### config.mk
export PLATFORM = sky130hd
export DESIGN_NAME = pswc_top
export DESIGN_NICKNAME = d
export VERILOG_FILES = /design/src/pswc_pkg.sv /design/src/pswc_top.sv /design/src/pswc_sync.sv /design/src/pswc_press_timer.sv
export SDC_FILE = /design/constraint.sdc
export NUM_CORES = 1
export LEC_CHECK = 0
export BUFFER_PORTS_ARGS = -buffer_cell sky130_fd_sc_hd__buf_2
export CORE_MARGIN = 4
export CORE_UTILIZATION = 45
export CTS_CLUSTER_DIAMETER = 50
export DETAILED_ROUTE_END_ITERATION = 6
export PLACE_DENSITY_LB_ADDON = 0.25
export SETUP_SLACK_MARGIN = 0.02
export SLEW_MARGIN = 20
export SYNTH_ARGS = -nofsm -noshare
export SYNTH_HDL_FRONTEND = slang
export SYNTH_SLANG_ARGS = --single-unit
### constraint.sdc
create_clock -name clock -period 3.08 [get_ports clock]
set_input_delay 0.308 -clock clock [delete_from_list [all_inputs] [get_ports clock]]
set_output_delay 0.308 -clock clock [all_outputs]
set_load 0.01 [all_outputs]
### src/pswc_pkg.sv
// Purpose: shared constants and types for the power state and wake controller
// Assumes: 125 MHz clock
// Notes: press times are long counts; the top exposes them as parameters
package pswc_pkg;
    // =========================================================
    // timing
    localparam int unsigned CLK_HZ = 125000000;
    localparam int unsigned SHORT_PRESS_S = 4;
    localparam int unsigned FORCE_OFF_S = 6;
    localparam longint unsigned SHORT_PRESS_CYC = longint'(SHORT_PRESS_S) * CLK_HZ;
    localparam longint unsigned FORCE_OFF_CYC = longint'(FORCE_OFF_S) * CLK_HZ;
    localparam int CNT_W = 30;

    // =========================================================
    // restore policy codes
    localparam logic [1:0] RESTORE_OFF = 2'h0;
    localparam logic [1:0] RESTORE_ON = 2'h1;
    localparam logic [1:0] RESTORE_LAST = 2'h2;

    // =========================================================
    // wake source indices
    localparam int WK_SWITCH = 0;
    localparam int WK_RTC = 1;
    localparam int WK_NET = 2;
    localparam int WK_USB = 3;
    localparam int WK_PCIE = 4;
    localparam int WK_IR = 5;
    localparam int WK_N = 6;

    typedef enum logic [3:0] {
        PSWC_S0 = 4'h1,
        PSWC_S3 = 4'h2,
        PSWC_S4 = 4'h4,
        PSWC_S5 = 4'h8
    } pswc_state_e;

    typedef enum logic [1:0] {
        PSWC_LED_OFF = 2'h0,
        PSWC_LED_GREEN = 2'h1,
        PSWC_LED_AMBER = 2'h2
    } pswc_led_e;

    typedef struct packed {
        logic deep_standby_en;
        logic usb_wake_s45_en;
        logic [1:0] restore_policy;
        logic dual_colour_led;
        logic sleep_to_s4;
        logic sleep_to_s5;
    } pswc_cfg_s;
endpackage : pswc_pkg

### src/pswc_top.sv
// Purpose: power state sequencer with switch timing and wake sources
// Assumes: wake inputs and the switch are asynchronous levels, active high except pcie_wake_n, which is active low
// Notes: network wake detection is reported by the network block on net_wake
//
// Functional notes
// - short press in soft-off or sleep moves system to working.
// - short press while working requests sleep or soft-off per os setting.
// - hold over six seconds while working or sleeping forces soft-off.
// - after mains return enter on, off or previous state per policy.
// - in suspend-to-ram indicator is amber if dual colour else off.
// - wake from suspend-to-ram returns to working state.
// - network block watches traffic during sleep for wake frames.
// - recognised network wake frame powers the system up.
// - usb activity wakes from s3, s4 and s5.
// - usb wake from s4 and s5 gated by firmware option.
// - pcie wake signal wakes from s3, s4 or s5.
// - rtc alarm match wakes from s5 when alarm is armed.
// - infrared activity wakes from s3, s4 or s5.
// - rtc, network and pcie wakes keep the monitor asleep.
// - usb and infrared wake from s4/s5 only with deep standby off.
// - network wake from s5 after mains loss only with deep standby off.
// - usb and infrared wake ignored right after mains return.
// - no wake on bluetooth events.
// - power switch wakes from s3, s4 and s5.
`timescale 1ns/1ps
`default_nettype none
module pswc_top
    import pswc_pkg::*;
#(
    parameter longint unsigned SHORT_CYC = SHORT_PRESS_CYC,
    parameter longint unsigned FORCE_CYC = FORCE_OFF_CYC
) (
    input wire logic clock,
    input wire logic resetn,
    input wire pswc_cfg_s cfg,
    input wire logic last_state_on,
    input wire logic power_switch,
    input wire logic rtc_alarm,
    input wire logic rtc_armed,
    input wire logic net_wake,
    input wire logic usb_wake,
    input wire logic pcie_wake_n,
    input wire logic infrared_remote_wake,
    input wire logic bluetooth_wake,
    input wire logic os_sleep_req,
    output logic main_power_en,
    output logic sleep_req,
    output logic net_monitor_en,
    output logic monitor_wake,
    output var pswc_led_e led,
    output var pswc_state_e state
);
    // =========================================================
    // reset release and input synchronisers
    logic rst_meta_reg, rst_n_reg;
    always_ff @(posedge clock or negedge resetn) begin
        if (!resetn) begin
            rst_meta_reg <= 1'b0;
            rst_n_reg <= 1'b0;
        end else begin
            rst_meta_reg <= 1'b1;
            rst_n_reg <= rst_meta_reg;
        end
    end

    logic [7:0] raw_in, sync_in;
    assign raw_in = {os_sleep_req, ~pcie_wake_n, infrared_remote_wake, usb_wake,
                     net_wake, rtc_alarm, power_switch, rtc_armed};
    for (genvar i = 0; i < 8; i++) begin : g_sync
        pswc_sync u_sync (
            .clock(clock),
            .rst_n(rst_n_reg),
            .d(raw_in[i]),
            .q(sync_in[i])
        );
    end
    logic armed_s, sw_s, rtc_s, net_s, usb_s, ir_s, pcie_s, os_s;
    assign {os_s, pcie_s, ir_s, usb_s, net_s, rtc_s, sw_s, armed_s} = sync_in;

    // bluetooth is synchronised nowhere and feeds no logic; only an assertion watches it
    logic unused_bt;
    assign unused_bt = bluetooth_wake;

    // =========================================================
    // switch timing
    logic short_rel, force_off;
    pswc_press_timer #(
        .SHORT_CYC(SHORT_CYC),
        .FORCE_CYC(FORCE_CYC)
    ) u_press (
        .clock(clock),
        .rst_n(rst_n_reg),
        .pressed(sw_s),
        .short_release(short_rel),
        .force_off(force_off)
    );

    // =========================================================
    // wake qualification
    logic sleeping, in_s45;
    logic post_loss_reg, post_loss_next;
    logic g3_s5_reg, g3_s5_next;
    logic [WK_N-1:0] wake;
    logic any_wake;
    logic state_valid_reg, state_valid_next;
    pswc_state_e state_reg, state_next;
    logic [1:0] pol;

    assign sleeping = (state_reg != PSWC_S0);
    assign in_s45 = (state_reg == PSWC_S4) || (state_reg == PSWC_S5);

    always_comb begin
        wake = '0;
        wake[WK_SWITCH] = short_rel;
        wake[WK_RTC] = rtc_s && armed_s && (state_reg == PSWC_S5);
        // network wake after a mains-loss entry into s5 needs deep standby off
        wake[WK_NET] = net_s && !(g3_s5_reg && cfg.deep_standby_en);
        wake[WK_PCIE] = pcie_s;
        wake[WK_USB] = usb_s && !post_loss_reg
            && (!in_s45 || (cfg.usb_wake_s45_en && !cfg.deep_standby_en));
        wake[WK_IR] = ir_s && !post_loss_reg
            && (!in_s45 || !cfg.deep_standby_en);
        any_wake = sleeping && (|wake);
    end

    // =========================================================
    // state sequencing
    logic mon_reg, mon_next;
    logic sleep_req_reg, sleep_req_next;

    assign pol = cfg.restore_policy;

    always_comb begin
        state_next = state_reg;
        state_valid_next = 1'b1;
        post_loss_next = post_loss_reg;
        g3_s5_next = g3_s5_reg;
        mon_next = mon_reg;
        sleep_req_next = 1'b0;
        if (!state_valid_reg) begin
            // first cycle after mains return applies the restore policy
            if (pol == RESTORE_ON || (pol == RESTORE_LAST && last_state_on)) begin
                state_next = PSWC_S0;
                mon_next = 1'b1;
            end else begin
                state_next = PSWC_S5;
                g3_s5_next = 1'b1;
            end
        end else if (force_off && sleeping) begin
            state_next = PSWC_S5;
            post_loss_next = 1'b0;
        end else if (force_off) begin
            state_next = PSWC_S5;
            mon_next = 1'b0;
            post_loss_next = 1'b0;
        end else if (any_wake) begin
            state_next = PSWC_S0;
            post_loss_next = 1'b0;
            g3_s5_next = 1'b0;
            // monitor stays asleep unless a user-facing source took part
            mon_next = wake[WK_SWITCH] || wake[WK_USB] || wake[WK_IR];
        end else if (state_reg == PSWC_S0 && (short_rel || os_s)) begin
            sleep_req_next = 1'b1;
            post_loss_next = 1'b0;
            mon_next = 1'b0;
            if (cfg.sleep_to_s5) begin
                state_next = PSWC_S5;
            end else if (cfg.sleep_to_s4) begin
                state_next = PSWC_S4;
            end else begin
                state_next = PSWC_S3;
            end
        end
        // a mid-band release produces short_rel=0 and force_off=0: no change
    end

    always_ff @(posedge clock or negedge rst_n_reg) begin
        if (!rst_n_reg) begin
            state_reg <= PSWC_S5;
            state_valid_reg <= 1'b0;
            post_loss_reg <= 1'b1;
            g3_s5_reg <= 1'b0;
            mon_reg <= 1'b0;
            sleep_req_reg <= 1'b0;
        end else begin
            state_reg <= state_next;
            state_valid_reg <= state_valid_next;
            post_loss_reg <= post_loss_next;
            g3_s5_reg <= g3_s5_next;
            mon_reg <= mon_next;
            sleep_req_reg <= sleep_req_next;
        end
    end

    // =========================================================
    // outputs
    pswc_led_e led_reg, led_next;
    always_comb begin
        unique case (state_next)
            PSWC_S0: led_next = PSWC_LED_GREEN;
            PSWC_S3: led_next = cfg.dual_colour_led ? PSWC_LED_AMBER : PSWC_LED_OFF;
            default: led_next = PSWC_LED_OFF;
        endcase
    end
    always_ff @(posedge clock or negedge rst_n_reg) begin
        if (!rst_n_reg) begin
            led_reg <= PSWC_LED_OFF;
        end else begin
            led_reg <= led_next;
        end
    end

    assign main_power_en = (state_reg == PSWC_S0);
    assign net_monitor_en = sleeping;
    assign monitor_wake = mon_reg;
    assign sleep_req = sleep_req_reg;
    assign led = led_reg;
    assign state = state_reg;

    // =========================================================
    // assertions
    property p_short_wakes;
        @(posedge clock) disable iff (!rst_n_reg)
        (state_valid_reg && short_rel && sleeping && !force_off) |=> (state_reg == PSWC_S0);
    endproperty
    a_short_wakes: assert property (p_short_wakes) else $error("short press did not wake");


    property p_short_sleeps;
        @(posedge clock) disable iff (!rst_n_reg)
        (state_valid_reg && short_rel && !sleeping && !force_off) |=> sleep_req && sleeping;
    endproperty
    a_short_sleeps: assert property (p_short_sleeps) else $error("short press did not sleep");


    property p_force;
        @(posedge clock) disable iff (!rst_n_reg)
        (state_valid_reg && force_off) |=> (state_reg == PSWC_S5);
    endproperty
    a_force: assert property (p_force) else $error("force off missed");


    property p_restore;
        @(posedge clock) disable iff (!rst_n_reg)
        (!state_valid_reg && pol == RESTORE_ON) |=> main_power_en;
    endproperty
    a_restore: assert property (p_restore) else $error("restore on failed");


    property p_amber;
        @(posedge clock) disable iff (!rst_n_reg)
        ($past(state_next) == PSWC_S3 && $past(cfg.dual_colour_led)) |-> led == PSWC_LED_AMBER;
    endproperty
    a_amber: assert property (p_amber) else $error("s3 indicator not amber");


    property p_mon_sleep;
        @(posedge clock) disable iff (!rst_n_reg)
        (any_wake && !force_off && state_valid_reg && !wake[WK_SWITCH] && !wake[WK_USB]
            && !wake[WK_IR]) |=> !monitor_wake;
    endproperty
    a_mon_sleep: assert property (p_mon_sleep) else $error("monitor woke");


    property p_post_loss;
        @(posedge clock) disable iff (!rst_n_reg)
        (state_valid_reg && post_loss_reg && sleeping && (usb_s || ir_s) && !short_rel
            && !force_off && !rtc_s && !net_s && !pcie_s) |=> $stable(state_reg);
    endproperty
    a_post_loss: assert property (p_post_loss) else $error("usb or ir wake after loss");

    property p_deep;
        @(posedge clock) disable iff (!rst_n_reg)
        (state_valid_reg && in_s45 && cfg.deep_standby_en && (usb_s || ir_s) && !short_rel
            && !force_off && !rtc_s && !net_s && !pcie_s) |=> $stable(state_reg);
    endproperty
    a_deep: assert property (p_deep) else $error("deep standby wake");


    property p_pcie;
        @(posedge clock) disable iff (!rst_n_reg)
        (state_valid_reg && sleeping && pcie_s && !force_off) |=> main_power_en;
    endproperty
    a_pcie: assert property (p_pcie) else $error("pcie wake missed");

    property p_rtc;
        @(posedge clock) disable iff (!rst_n_reg)
        (state_valid_reg && state_reg == PSWC_S5 && rtc_s && armed_s && !force_off)
            |=> main_power_en;
    endproperty
    a_rtc: assert property (p_rtc) else $error("rtc alarm wake missed");

    property p_sleep_pulse;
        @(posedge clock) disable iff (!rst_n_reg)
        sleep_req |=> !sleep_req;
    endproperty
    a_sleep_pulse: assert property (p_sleep_pulse) else $error("sleep request held");

    property p_usb_gate;
        @(posedge clock) disable iff (!rst_n_reg)
        (state_valid_reg && in_s45 && !cfg.usb_wake_s45_en && usb_s && !ir_s && !short_rel
            && !force_off && !rtc_s && !net_s && !pcie_s) |=> $stable(state_reg);
    endproperty
    a_usb_gate: assert property (p_usb_gate) else $error("usb wake while disabled");

    property p_bt;
        @(posedge clock) disable iff (!rst_n_reg)
        (state_valid_reg && sleeping && bluetooth_wake && !short_rel && !force_off && !rtc_s
            && !net_s && !pcie_s && !usb_s && !ir_s)
            |=> $stable(state_reg);
    endproperty
    a_bt: assert property (p_bt) else $error("bluetooth woke the system");
endmodule : pswc_top
`default_nettype wire

### src/pswc_sync.sv
// Purpose: two flip-flop synchroniser for one level
// Assumes: async input
// Notes: first stage read only by the second
`timescale 1ns/1ps
`default_nettype none
module pswc_sync (
    input wire logic clock,
    input wire logic rst_n,
    input wire logic d,
    output logic q
);
    logic meta_reg;
    logic q_reg;
    always_ff @(posedge clock or negedge rst_n) begin
        if (!rst_n) begin
            meta_reg <= 1'b0;
            q_reg <= 1'b0;
        end else begin
            meta_reg <= d;
            q_reg <= meta_reg;
        end
    end
    assign q = q_reg;
endmodule : pswc_sync
`default_nettype wire

### src/pswc_press_timer.sv
// Purpose: measures power switch press length, classifies on release
// Assumes: synchronised, debounced level input
// Notes: force pulse fires while still held, once per press
`timescale 1ns/1ps
`default_nettype none
module pswc_press_timer
    import pswc_pkg::*;
#(
    parameter longint unsigned SHORT_CYC = SHORT_PRESS_CYC,
    parameter longint unsigned FORCE_CYC = FORCE_OFF_CYC
) (
    input wire logic clock,
    input wire logic rst_n,
    input wire logic pressed,
    output logic short_release,
    output logic force_off
);
    localparam logic [CNT_W-1:0] SHORT_LIM = CNT_W'(SHORT_CYC);
    localparam logic [CNT_W-1:0] FORCE_LIM = CNT_W'(FORCE_CYC);

    logic [CNT_W-1:0] cnt_reg, cnt_next;
    logic prev_reg, prev_next;
    logic fired_reg, fired_next;
    logic short_reg, short_next;
    logic force_reg, force_next;

    always_comb begin
        cnt_next = cnt_reg;
        prev_next = pressed;
        fired_next = fired_reg;
        short_next = 1'b0;
        force_next = 1'b0;
        if (pressed) begin
            if (cnt_reg != {CNT_W{1'b1}}) begin
                cnt_next = cnt_reg + CNT_W'(1);
            end
            // strictly longer than the limit
            if (cnt_reg >= FORCE_LIM && !fired_reg) begin
                force_next = 1'b1;
                fired_next = 1'b1;
            end
        end else begin
            // middle band between the two limits does nothing
            if (prev_reg && cnt_reg < SHORT_LIM) begin
                short_next = 1'b1;
            end
            cnt_next = '0;
            fired_next = 1'b0;
        end
    end

    always_ff @(posedge clock or negedge rst_n) begin
        if (!rst_n) begin
            cnt_reg <= '0;
            prev_reg <= 1'b0;
            fired_reg <= 1'b0;
            short_reg <= 1'b0;
            force_reg <= 1'b0;
        end else begin
            cnt_reg <= cnt_next;
            prev_reg <= prev_next;
            fired_reg <= fired_next;
            short_reg <= short_next;
            force_reg <= force_next;
        end
    end

    assign short_release = short_reg;
    assign force_off = force_reg;
endmodule : pswc_press_timer
`default_nettype wire

Word-level counts from Yosys, hierarchy flattened
Cells that the tools add are included.
{ "totals": {"regBits": 63, "input_bits": 19, "output_inout_bits": 10, "wordCells": 120} }
{ "classes": {"n_addsub": 1, "n_lt_le_gt_ge": 2, "eq_ne": 16, "n_mux": 37, "n_bitwise": 1, "n_reduce_logical": 33} }
{ "op_table": {"columns": ["cell", "n"], "rows": [
  ["$mux 30", 2],
  ["$add 30x1->30 const B", 1],
  ["$ge 30x30->1 const B", 1],
  ["$lt 30x29->1 const B", 1],
  ["$ne 30x30->1 const B", 1],
  ["$mux 4", 7],
  ["$mux 1", 25],
  ["$logic_and 1x1->1", 15],
  ["$eq 4x1->1 const B", 2],
  ["$ne 2x2->1 const B", 4],
  ["$logic_or 1x1->1", 7],
  ["$reduce_or 6->1", 1],
  ["$logic_not 1->1", 5],
  ["$eq 4x2->1 const B", 1],
  ["$eq 4x3->1 const B", 1],
  ["$eq 4x4->1 const B", 1],
  ["$ne 2x1->1 const B", 2],
  ["$ne 4x1->1 const B", 1],
  ["$ne 4x2->1 const B", 1],
  ["$pmux 2 s2", 1],
  ["$reduce_and 4->1", 1],
  ["$reduce_bool 4->1", 1],
  ["$mux 3", 1],
  ["$reduce_and 3->1", 1],
  ["other kinds (6)", 6]
]} }

Logic depth before layout (Yosys ltp)
{ "logic_depth": {"depth_word": 13, "depth_mapped": 7} }

Hierarchy
Synthesis repeated with hierarchy kept, for this count alone.
{ "hier_totals": {"hier_cells": 309, "hier_area_um2": 3099.2} }
{ "modules_own_cells": {"columns": ["module", "instances", "cells_per_inst", "area_per_inst_um2"], "rows": [
  ["pswc_press_timer", 1, 222, 2011.9],
  ["pswc_top", 1, 71, 686.9],
  ["pswc_sync", 8, 2, 50.0]
]} }

Worst setup path before layout
Ideal clock, no wire load.
{ "synth_timing": {"kind": "register to register", "start": "register u_press.cnt_reg[0]", "end": "register u_press.cnt_reg[19]", "setup_time_ns": 0.078, "arrival_ns": 1.692, "required_ns": 3.002, "path_slack_ns": 1.310, "path_stages_with_launch": 7, "path_buffers": 0, "synth_period_minus_slack_ns": 1.770, "path_cell_list": "dfrtp_1 > ha_1 > and3_1 > nand3_2 > o31ai_4 > or4_1 > a21oi_1"} }
{ "synth_via": {"elab_chain_len": 3} }
{ "synth_rtl": {"columns": ["item", "line", "source"], "rows": [
  ["start: declaration", "pswc_press_timer.sv:21", "logic [CNT_W-1:0] cnt_reg, cnt_next;"],
  ["start signal: assignment", "pswc_press_timer.sv:60", "cnt_reg <= cnt_next;"],
  ["$add 30x1->30", "pswc_press_timer.sv:35", "cnt_next = cnt_reg + CNT_W'(1);"],
  ["$mux 30", "pswc_press_timer.sv:34", "if (cnt_reg != {CNT_W{1'b1}}) begin"],
  ["$mux 30", "pswc_press_timer.sv:33", "if (pressed) begin"]
]} }
Several ways; a longest one is shown, not always the timed one. The select of a mux whose other input is x is not followed.
A chain may end at the register's enable or synchronous reset.

Final worst setup path
{ "layout_timing": {"start": "register u_press.cnt_reg[1]", "end": "register u_press.cnt_reg[19]"} }
The elaborated chain is that of the path after synthesis.

==> results.ini <==
[floorplanning]
die_x_um = 91.4
rows = 30
die_height_um = 91.4
die_area_sq_um = 8350
boundaryPins = 29
start_util = 0.463
coreArea_sq_um = 6760

[routing]
wl_per_cell_um = 15.4
routed_wl_um = 6560
dr.pass1.iters = 4
vias = 2443
antenna_left = 0
via_per_inst = 5.73
drtIter0Drc = 102
drc_errors = 0

[sta]
finalCritPeriodShare = 0.673
finalHoldViolCount = 0
finalCriticalPeriod_ps = 2070
fin_tns_setup_ps = 0
fin_skew_ps = 8.26
max_clock_freq_ghz = 0.482
setup_slack_ps = 1010
slew_viol_final = 0
setup_viol = 0
rsz0062_at_grt = no
worst_slew_pin_slew_ps = 886
maxSlewHeadroom = 0.410

[synth]
synth-compound-area-share = 0.145
yosys.area_share.simple = 0.255
yosysTopAreaCellShare = 0.488
synth_fa_ha_area_frac = 0.00800
yosys-mux-area-fraction = 0.00640
ys_top_cells_by_count = dfrtp_1 (61), nor2_1 (27), nand2_1 (24)
synth_edf_count = 0
synth_top_family_by_area = simple AND/OR/NAND/NOR gates
synth_cell_types = 63
netlist_instances = 308
ys_seq_area_frac = 0.505
synth_xor_xnor_area_share = 0.0392
ys_ff_latch = 63
netlist_area_sq_um = 3130
syn_area_per_cell_sq_um = 10.2
yosysTopAreaCell = dfrtp_1
netlist_top_cells_area = dfrtp_1 (49%), a21oi_1 (3.4%), nor2_1 (3.2%), nand2_1 (2.9%), xnor2_1 (2.5%)
synth_async_sr_flop_share = 1.00
synth_warnings = 0
synth.most_common_cell = dfrtp_1
synth_ff_type = dfrtp_1

[min_path]
min_to = g_sync[0].u_sync.meta_reg
min_from = rtc_armed
min_path_cells = 1
hold_path_class = primary input to flip-flop

[global_route]
grt_use_met3 = 0.0514
grt_max_degree = 44
grt_pass1_wl_um = 11300
top_usage_layer = met2
track_usage = 0.169
grt_pass1_vias = 2397
antenna_found_initial = 0
grt_use_met1 = 0.208
grt-ovfl-total = 0
use_met2 = 0.289

[power_and_ir_drop]
p_leak_nw = 1.53
intPower_w = 0.00136
seq_power_share = 0.499
p_sw_frac = 0.233
irDropWorstVdd_uv = 494
p_sw_w = 0.000414
p_clk_frac = 0.441
power.share.combinational = 0.060
pwr_density_cell_nw_per_um2 = 501

[clock_tree]
cts.sinks = 63
h-tree-depth = 3
clk_pin_slew_ps = 80
cts_buffers = 9
cts-root-buf = clkbuf_8
clk_latency_ps = 340
cts_tree = yes
cts_buffer_depth = 2
ctsResizeCount = 0
post-cts-setup-buffer-count = 0

[placed_design]
dp_slack_ps = 997
gp_congestion = 0.871
hpwl_um = 4570
place_area_sq_um = 3310
dp.cells = 409
io_buffer_count = 27

[critical_path]
crit_path_end_kind = flip-flop
r2r-start = u_press.cnt_reg[1]
r2r_end = u_press.cnt_reg[19]
worstSetupPathType = flip-flop to flip-flop
worst-endpoint-required_ps = 3330
crit_path_max_fanout = 16
crit_path_start_kind = flip-flop
regToRegSetupSlack_ps = 1010
r2r_cells = 6
worst-endpoint-arrival_ps = 2330

[cells_and_area]
design_area_sq_um = 3540
fillers = 616
largest_reg_flops = 30
syn_to_final_growth_pct = 13.2
postLayoutCoreUtil = 0.524
nets = 362
layout-drive-gt1-share = 0.194
fin_cells = 426
antenna_cells = 0

[run_status]
outcome = complete, no violations

[run]
cap_violations = 0

[through the flow]
stage	power (W)	hold slack (ps)
after detailed placement	0.00101	93.0
after global placement	0.00100	93.0
after floorplan	0.000960	12.4
after CTS	0.00180	60.1
final	0.00177	71.5
after global routing	0.00186	48.5
[routing by layer]
metal	part of all wire	wire, um
met5	0	0
met4	0.0081	53
met3	0.047	307
met2	0.52	3380
met1	0.43	2820
[worst max-delay path by stage]
| stage | slack (ps) | startpoint | end |
|---|---|---|---|
| 4_1_cts | 980 | u_press.cnt_reg[1] | u_press.cnt_reg[19] |
| 5_1_grt | 750 | u_press.cnt_reg[1] | u_press.cnt_reg[19] |
| 3_3_place_gp | 1050 | u_press.cnt_reg[1] | u_press.cnt_reg[19] |
| 6_report | 1010 | u_press.cnt_reg[1] | u_press.cnt_reg[19] |
| 3_5_place_dp | 1000 | u_press.cnt_reg[1] | u_press.cnt_reg[19] |
| 2_1_floorplan | 1200 | rst_n_reg | g3_s5_reg |
[cell type report]
type	instances	area (sq um)	share of cell area
clock inverters	7	96.3	0.0272
repair buffers	30	160	0.0453
flip-flops and latches	63	1580	0.447
inverters	14	52.6	0.0149
clock buffers	9	124	0.0350
multi-input cells	223	1430	0.403
well taps	80	100	0.0283
[critical path: stages (launching register included)]
cell and delay, ps:
dfrtp_1 380, ha_1 190, and3_1 230, nand3_2 230
o31ai_4 640, o31ai_1 160, a21oi_1 160
[cell usage in the layout (no fill, tap or decap), types with 8 or more instances in the layout]
cell type  instances
nand4_1           11
nor2_1            27
nand2_1           24
xnor2_1            9
buf_2             27
inv_1             12
clkbuf_8           9
a21oi_1           21
nand3_1            8
dfrtp_1           60
and3_1            11
o21ai_0           14
[power by group through the flow]
stage                     logic [W]  clock network (W)  registers (W)
after floorplan           0.0000599                  0       0.000900
after global placement     0.000104                  0       0.000901
final                      0.000107           0.000783       0.000884
after global routing       0.000120           0.000851       0.000891
after CTS                  0.000109           0.000807       0.000886
after detailed placement   0.000107                  0       0.000902
[what timing repair did]
action / 4_1_cts / 5_1_grt
hold buffers: 1 / 0
endpoints found under the setup margin: 0 / 0
hold endpoints to repair: 2 / 0
[cells by family after synthesis]
logic type	count (synthesis)
fa+ha+maj	2
flops	63
simple gates	133
buf+inv	23
mux	2
xor+xnor	14
other cells	1
compound gates	70
Note: power is estimated with default switching activity, not from simulation.
